<file path="src/lpsc_defs.vh">
// constants for the low-power state control block
`ifndef LPSC_DEFS_VH
`define LPSC_DEFS_VH

// one-hot state codes
`define LPSC_ST_W 3
`define LPSC_ST_RUN 3'h1
`define LPSC_ST_GRANT 3'h2
`define LPSC_ST_SLEEP 3'h4
// synchroniser depth for pin inputs
`define LPSC_SYNC_W 3
// synchroniser reset pattern and the idle level of the request pins
`define LPSC_SYNC_RST 3'h7
`define LPSC_PIN_IDLE 1'h1

`endif

</file>
<file path="src/lpsc_sync.v">
// three-stage synchroniser with agreement filter for one pin input
`include "lpsc_defs.vh"

module lpsc_sync (
    clk,
    resetn,
    pin_in,
    level_out
);
    input wire clk;
    input wire resetn;
    input wire pin_in;
    output reg level_out;

    reg [`LPSC_SYNC_W-1:0] stage_r;

    ////////////////////////////////////////////////////////////////////////
    // pins idle high (inactive) at reset; level changes when stages 2 and 3
    // agree, stage 1 is read only by stage 2
    always @(posedge clk or negedge resetn) begin
        if (!resetn) begin
            stage_r <= `LPSC_SYNC_RST;
            level_out <= `LPSC_PIN_IDLE;
        end else begin
            stage_r <= {stage_r[`LPSC_SYNC_W-2:0], pin_in};
            if (stage_r[1] == stage_r[2])
                level_out <= stage_r[2];
        end
    end
endmodule // lpsc_sync

</file>
<file path="src/lpsc_ctrl.v">
// low-power state control: halt grant and sleep states, clock gating
`include "lpsc_defs.vh"

module lpsc_ctrl (
    clk,
    resetn,
    clock_halt_request_n,
    sleep_request_n,
    bus_clk_present,
    intr_req,
    snoop_req,
    grant_ack_done,
    grant_ack_req,
    core_clk_en,
    bus_unit_clk_en,
    pll_run,
    exec_en,
    intr_take,
    snoop_take,
    halt_granted,
    asleep
);
    // clock and reset; clk is the bus clock and nothing here gates it
    input wire clk;
    input wire resetn;
    // request pins from the chipset, active low, asynchronous to clk
    input wire clock_halt_request_n;
    input wire sleep_request_n;
    // same-domain status and event inputs
    input wire bus_clk_present;
    input wire intr_req;
    input wire snoop_req;
    input wire grant_ack_done;
    // registered acknowledge request and internal clock enables; pll_run is a wire tied high
    output reg grant_ack_req;
    output reg core_clk_en;
    output reg bus_unit_clk_en;
    output wire pll_run;
    output reg exec_en;
    // acceptance strobes and state flags
    output wire intr_take;
    output wire snoop_take;
    output wire halt_granted;
    output wire asleep;

    ////////////////////////////////////////////////////////////////////////
    // one-hot state codes, local names for the shared constants
    localparam [`LPSC_ST_W-1:0] ST_RUN = `LPSC_ST_RUN;
    localparam [`LPSC_ST_W-1:0] ST_GRANT = `LPSC_ST_GRANT;
    localparam [`LPSC_ST_W-1:0] ST_SLEEP = `LPSC_ST_SLEEP;

    // state register and its next value
    reg [`LPSC_ST_W-1:0] state_r;
    reg [`LPSC_ST_W-1:0] state_nxt;
    // next values of the registered outputs
    reg ack_pend_nxt;
    reg core_clk_nxt;
    reg bus_unit_clk_nxt;
    reg exec_nxt;
    // synchronised request levels, still active low
    wire halt_req_sync_n;
    wire sleep_req_sync_n;
    // decoded present state
    wire in_run;
    wire in_grant;
    wire in_sleep;
    // transition and wake events
    wire grant_entry;
    wire bus_clk_lost;

    ////////////////////////////////////////////////////////////////////////
    // state decode; each test is needed by several processes below
    function st_is_run;
        input [`LPSC_ST_W-1:0] st;
        begin
            st_is_run = (st == ST_RUN);
        end
    endfunction

    function st_is_grant;
        input [`LPSC_ST_W-1:0] st;
        begin
            st_is_grant = (st == ST_GRANT);
        end
    endfunction

    function st_is_sleep;
        input [`LPSC_ST_W-1:0] st;
        begin
            st_is_sleep = (st == ST_SLEEP);
        end
    endfunction

    // core units run, and instructions execute, only in run
    function st_core_on;
        input [`LPSC_ST_W-1:0] st;
        begin
            st_core_on = st_is_run(st);
        end
    endfunction

    ////////////////////////////////////////////////////////////////////////
    // both requests arrive from the chipset without regard to our clock;
    // the filter costs four edges of latency but keeps a runt pulse on a
    // pin from moving the state machine
    lpsc_sync u_halt_sync (
        .clk(clk),
        .resetn(resetn),
        .pin_in(clock_halt_request_n),
        .level_out(halt_req_sync_n)
    );

    // the sleep pin is just as asynchronous and gets the same treatment
    lpsc_sync u_sleep_sync (
        .clk(clk),
        .resetn(resetn),
        .pin_in(sleep_request_n),
        .level_out(sleep_req_sync_n)
    );

    ////////////////////////////////////////////////////////////////////////
    // present state flags
    assign in_run = st_is_run(state_r);
    assign in_grant = st_is_grant(state_r);
    assign in_sleep = st_is_sleep(state_r);
    // only a move from run into grant starts an acknowledge
    assign grant_entry = in_run && st_is_grant(state_nxt);
    // bus clock removal comes in as a same-domain level from its monitor
    assign bus_clk_lost = !bus_clk_present;

    ////////////////////////////////////////////////////////////////////////
    // next state; run -> grant -> sleep -> grant -> run, nothing skips
    always @* begin
        state_nxt = state_r;
        case (state_r)
            ST_RUN: begin
                // a sleep request here is refused and leaves no trace
                if (!halt_req_sync_n) begin
                    state_nxt = ST_GRANT;
                end
            end
            ST_GRANT: begin
                // sleep is reachable only from here and wins over release
                if (!sleep_req_sync_n) begin
                    state_nxt = ST_SLEEP;
                end else if (halt_req_sync_n) begin
                    state_nxt = ST_RUN;
                end
            end
            ST_SLEEP: begin
                // halt release, snoops and interrupts are not looked at;
                // reset acts through the asynchronous branch below
                if (sleep_req_sync_n || bus_clk_lost) begin
                    state_nxt = ST_GRANT;
                end
            end
            default: begin
                // an illegal code falls back to run with clocks on
                state_nxt = ST_RUN;
            end
        endcase
    end

    ////////////////////////////////////////////////////////////////////////
    // acknowledge request: raised on entry from run, held until the bus
    // unit reports it done or the next state is run; entry is applied after done so that a new
    // request in the same cycle is not lost; a return from sleep does not
    // repeat it, the grant was already acknowledged
    always @* begin
        ack_pend_nxt = grant_ack_req;
        if (grant_ack_done) begin
            ack_pend_nxt = 1'b0;
        end
        if (grant_entry) begin
            ack_pend_nxt = 1'b1;
        end
        if (st_is_run(state_nxt)) begin
            ack_pend_nxt = 1'b0;
        end
    end

    ////////////////////////////////////////////////////////////////////////
    // clock enables for the next cycle; the core and execution stop in
    // grant and sleep, the bus unit keeps its clock in grant so that the
    // acknowledge can go out, and loses it only in sleep
    always @* begin
        core_clk_nxt = st_core_on(state_nxt);
        exec_nxt = st_core_on(state_nxt);
        bus_unit_clk_nxt = !st_is_sleep(state_nxt);
    end

    ////////////////////////////////////////////////////////////////////////
    // state and registered outputs; enables come from the next state so
    // they switch on the same edge as the state register
    always @(posedge clk or negedge resetn) begin
        if (!resetn) begin
            // reset returns to run with every clock running
            state_r <= ST_RUN;
            grant_ack_req <= 1'b0;
            core_clk_en <= 1'b1;
            bus_unit_clk_en <= 1'b1;
            exec_en <= 1'b1;
        end else begin
            // normal operation follows the next-state logic
            state_r <= state_nxt;
            grant_ack_req <= ack_pend_nxt;
            core_clk_en <= core_clk_nxt;
            bus_unit_clk_en <= bus_unit_clk_nxt;
            exec_en <= exec_nxt;
        end
    end

    ////////////////////////////////////////////////////////////////////////
    // the pll keeps running in every state, sleep included
    assign pll_run = 1'b1;

    ////////////////////////////////////////////////////////////////////////
    // interrupts are serviced in run and grant and dropped while asleep;
    // nothing is latched, a source that wants service must hold its level
    assign intr_take = intr_req && !in_sleep;
    assign snoop_take = snoop_req && !in_sleep;
    // state flags straight from the state register
    assign halt_granted = in_grant;
    assign asleep = in_sleep;
endmodule // lpsc_ctrl

</file>
<file path="config.mk">
export PLATFORM = sky130hd
export DESIGN_NAME = lpsc_ctrl
export DESIGN_NICKNAME = d
export VERILOG_FILES = /design/src/lpsc_sync.v /design/src/lpsc_ctrl.v
export VERILOG_INCLUDE_DIRS = /design/src
export SDC_FILE = /design/constraint.sdc
export NUM_CORES = 1
export LEC_CHECK = 0
export BUFFER_PORTS_ARGS = -buffer_cell sky130_fd_sc_hd__buf_2
export CAP_MARGIN = 20
export CELL_PAD_IN_SITES_DETAIL_PLACEMENT = 1
export CELL_PAD_IN_SITES_GLOBAL_PLACEMENT = 2
export CORE_MARGIN = 1.5
export CORE_UTILIZATION = 33
export CTS_BUF_LIST = sky130_fd_sc_hd__clkbuf_8 sky130_fd_sc_hd__clkbuf_16
export DETAILED_ROUTE_END_ITERATION = 10
export GPL_ROUTABILITY_DRIVEN = 0
export MAX_ROUTING_LAYER = met4
export PLACE_DENSITY_LB_ADDON = 0.25
export SETUP_SLACK_MARGIN = 0.02
export SLEW_MARGIN = 20
export SYNTH_ARGS = -nofsm -noshare
export SYNTH_HDL_FRONTEND = slang
export SYNTH_HIERARCHICAL = 1
export SYNTH_SLANG_ARGS = --single-unit
</file>
<file path="constraint.sdc">
create_clock -name clk -period 2.93 [get_ports clk]
set_input_delay 0.293 -clock clk [delete_from_list [all_inputs] [get_ports clk]]
set_output_delay 0.293 -clock clk [all_outputs]
set_load 0.02 [all_outputs]
</file>
## After elaboration in Yosys (flattened, before gate mapping)

Index checks and enable logic that the tools add are counted.

- Bits in registers: 14
- Output and inout bits: 9

- Equality and inequality tests: 8
- Multiplexer cells: 8
- Reduce and logical (&&, ||, !) cells: 8

Operators with widths:

| kind | count |
|---|---|
| 2-to-1 mux 3 bit | 4 |
| case mux 3 bit (3 select lines) | 1 |
| == test 3 x 1 -> 1 bit (second input constant) | 2 |
| == test 3 x 2 -> 1 bit (second input constant) | 2 |
| == test 3 bit (second input constant) | 2 |
| logical AND 1 bit | 3 |
| zero test 1 bit | 3 |
| 2-to-1 mux 1 bit | 3 |
| nonzero test 3 bit | 1 |
| == test 1 bit | 2 |
| logical OR 1 bit | 1 |

## Longest topological paths before layout

- Word-level depth: 8
- Gate-level depth with buffers: 3

## Modules after synthesis

The synthesis kept the hierarchy.

By module, submodules not included:

| module | times used | cells each | area an instance (sq um) | sequential area each (sq um) |
|---|---|---|---|---|
| lpsc_ctrl | 1 | 29 | 319.1 | 153.9 |
| lpsc_sync | 2 | 5 | 116.4 | 105.1 |

## Worst setup path after synthesis

OpenSTA, ideal clock, no wires.

- Path type: reg-to-output
- Start: reg state_r[1]
- End: out intr_take
- Data arrival time: 1.208 ns
- Required time: 2.637 ns
- Slack: 1.429 ns
- Cell stages (with the launch flop): 3
- Cells stage by stage: dfrtp_1 nor3b_2 and2b_2

- Word-level cells in the longest chain between the ends: 3

Ends and longest elaborated chain:

| what | RTL line | text |
|---|---|---|
| start, declared | lpsc_ctrl.v:53 | `` reg [`LPSC_ST_W-1:0] state_r; `` |
| start signal, assigned | lpsc_ctrl.v:205 | `state_r <= state_nxt;` |
| == test 3 bit | lpsc_ctrl.v:90 | `st_is_sleep = (st == ST_SLEEP);` |
| via asleep | lpsc_ctrl.v:44 | `output wire asleep;` |
| zero test 1 bit | lpsc_ctrl.v:220 | `assign intr_take = intr_req && !in_sleep;` |
| logical AND 1 bit | lpsc_ctrl.v:220 |  |
| end, declared | lpsc_ctrl.v:41 | `output wire intr_take;` |

The timed path passes the listed nets, and every way through them passes these cells.

## Worst setup path after layout

- Start: reg state_r[1]
- End: out intr_take

- Word-level cells in the longest chain between the ends: 3

Ends and longest elaborated chain:

| what | RTL line |
|---|---|
| == test 3 bit | lpsc_ctrl.v:90 |
| zero test 1 bit | lpsc_ctrl.v:220 |
| logical AND 1 bit | lpsc_ctrl.v:220 |

No other way between the ends.

==> flow_summary.ini <==
[sta]
skew_ns = 0.00265
rsz0062_at_grt = false
finalHoldViolations = 0
min_period_ns = 1.77
fmax_mhz = 565
fin_crit_sh_pct = 60.4
setup_tns_ns = 0
setup_viol = 0
maxSlewViolCount = 0
hold-worst-slack_ns = 0.146

[die]
initial_core_util_pct = 35.8
placementRows = 14
boundaryPins = 17
core_area_sq_um = 1540
die_w_um = 43.9
dieHeight_um = 43.9
dieArea_sq_um = 1930

[synthesis]
synthCells = 39
yosys.cell_types.count = 19
ys_seq_elements = 14
syn_avg_cell_area_sq_um = 14.1
syn_nets = 47
synth_warnings = 6
ys_seq_area_share_pct = 66.0
synth_top_area_cell = dfstp_2
synth_area_sq_um = 552
yosys-top-cells-area = dfstp_2 (52%), dfrtp_1 (14%), a211oi_1 (4.1%)
synth.top_cell.area_share_pct = 52.4

[drt]
dr.first_iter.drc_count = 4
vias = 364
ant_nets = 0
drc = 0
firstDrtPassIters = 3
vias_per_cell = 4.99
wirelength_um = 968
wire_per_inst_um = 13.3

[finish]
fill_cells = 171
drive_above_1_share_pct = 64.9
num_antenna_cells = 0
area_delta_synth_final_pct = 26.3
nets = 66
final_area_sq_um = 697

[outcome]
outcome = finished, final reports clean

[clock_network]
clkTransAtPathRegs_ns = 0.06
htreeDepth = 1
cts_root_buffer = clkbuf_8
clock_path_buffers = 2
cts_resized = 0
cts_buffers = 3
cts_tree = done
clk_latency_ns = 0.24
cts.sinks = 14
cts_setup_buffers = 0

[worst_setup_path]
crit_arrival_ns = 1.48
r2r_end = grant_ack_req$_DFFE_PN0P_
worstPathMaxFanout = 7
crit_path_start_kind = flop
ff2ff_setup_slack_ns = 1.60
crit_type = reg2out
critical_path_required_ns = 2.64
rr_worst_depth = 3
cp-end-kind = primary output
r2r-start = state_r[0]$_DFF_PN1_

[grt]
grt_start_max_net_pins = 15
antenna_found_initial = 0
grt_pass1_wl_mm = 1.70
grtUsageTotal_pct = 13.2
overflow = 0
grt_pass1_vias = 391

[place]
hpwl_um = 712
io_buffers = 15
dpl-instance-area_sq_um = 632

[power]
p_leak_nw = 0.307
vdd_drop_max_mv = 0.314
power.density_nw_per_um2 = 861
finalPower_w = 0.000600

[hold_path]
min_path_type = in2reg
hold_start = sleep_request_n
hold_depth = 1
min_to = u_sleep_sync/stage_r[0]$_DFF_PN1_

[flow_run]
maxCapViolations = 0
state kept, by name (all words and copies together), names as in the netlist:
signal	flops
grant_ack_req	1
bus_unit_clk_en	1
u_halt_sync/stage_r	3
u_sleep_sync/level_out	1
u_halt_sync/level_out	1
u_sleep_sync/stage_r	3
state_r	3
exec_en	1
repair_timing:
action / in CTS / in global routing
hold endpoints to repair: 3 / 0
setup endpoints to repair: 0 / 0
hold buffers: 1 / 0
routing by layer:
layer	up-vias	routed length, um	track usage, %
met3	3	103	7.50
met2	18	441	21.5
met1	173	410	12.7
li1	170	-	-
met5	-	0	-
met4	0	14	5.45
cell usage after synthesis:
master,instances
a211oi_1,3
a21o_1,1
a21oi_1,2
a31oi_1,1
and2b_2,2
and4bb_2,1
buf_4,2
conb_1,1
dfrtp_1,3
dfstp_2,11
inv_1,2
maj3_2,2
nand2_1,1
nand2b_1,2
nor3b_2,1
nor4b_1,1
o21ai_0,1
or3_1,1
or4b_4,1
logic make-up after synthesis:
kind of cell	Yosys count	synth area share, %
simple gates	10	15.9
flops	14	66.0
other cells	1	0.680
fa+ha+maj	2	4.08
compound gates	8	9.30
buf+inv	4	4.08
worst max-delay path, stage by stage (launching register included):
cell,delay (ns)
dfrtp_1,0.46
nor3b_2,0.36
and2b_2,0.26
buf_2,0.15
through the flow:
| stage | instances | utilization, % | setup slack [ns] |
|---|---|---|---|
| 3_3_place_gp | 68 | 41.0 | 1.53 |
| 4_1_cts | 73 | 45.2 | 1.14 |
| 6_report | 73 | 45.2 | 1.16 |
| 2_1_floorplan | 39 | - | 1.43 |
| 3_5_place_dp | 68 | 41.0 | 1.41 |
| 5_1_grt | 73 | 45.2 | 1.06 |
how the worst max path moves through the flow:
stage / slack [ns] / cells past startpoint / startpoint / end
after floorplan: 1.43 / 2 / state_r[1]$_DFF_PN0_ / intr_take
after global placement: 1.53 / 3 / state_r[1]$_DFF_PN0_ / intr_take
after detailed placement: 1.41 / 3 / state_r[1]$_DFF_PN0_ / intr_take
after CTS: 1.14 / 3 / state_r[2]$_DFF_PN0_ / intr_take
after global routing: 1.06 / 3 / state_r[2]$_DFF_PN0_ / intr_take
final: 1.16 / 3 / state_r[1]$_DFF_PN0_ / intr_take
power breakdown:
group	internal [W]	switching, W	total (W)	leakage [nW]
registers	0.000244	0.0000383	0.000282	0.156
logic	0.0000590	0.0000758	0.000135	0.122
clock network	0.000119	0.0000644	0.000183	0.0288
layout make-up:
type	count	area, sq um	share of cell area, %
repair buffers	16	85.1	12.2
well taps	16	20.0	2.87
multi-input cells	21	165	23.7
flip-flops and latches	14	364	52.2
clock buffers	4	55.1	7.90
inverters	2	7.51	1.08
cell usage in the layout, fill, tap and decap left out:
cell type	netlist	layout
maj3_2	2	2
nand2_1	1	1
dlygate4sd3_1	0	1
nor3b_2	1	1
clkbuf_8	0	4
conb_1	1	1
or4b_4	1	1
nor4b_1	1	1
o21ai_0	1	1
inv_1	2	2
nand2b_1	2	2
buf_2	0	15
dfstp_2	11	11
or3_1	1	1
a211oi_1	3	3
a31oi_1	1	1
and2b_2	2	2
a21o_1	1	1
a21oi_1	2	2
and4bb_2	1	1
dfrtp_1	3	3
No activity file was read; power rests on OpenSTA's default activity.
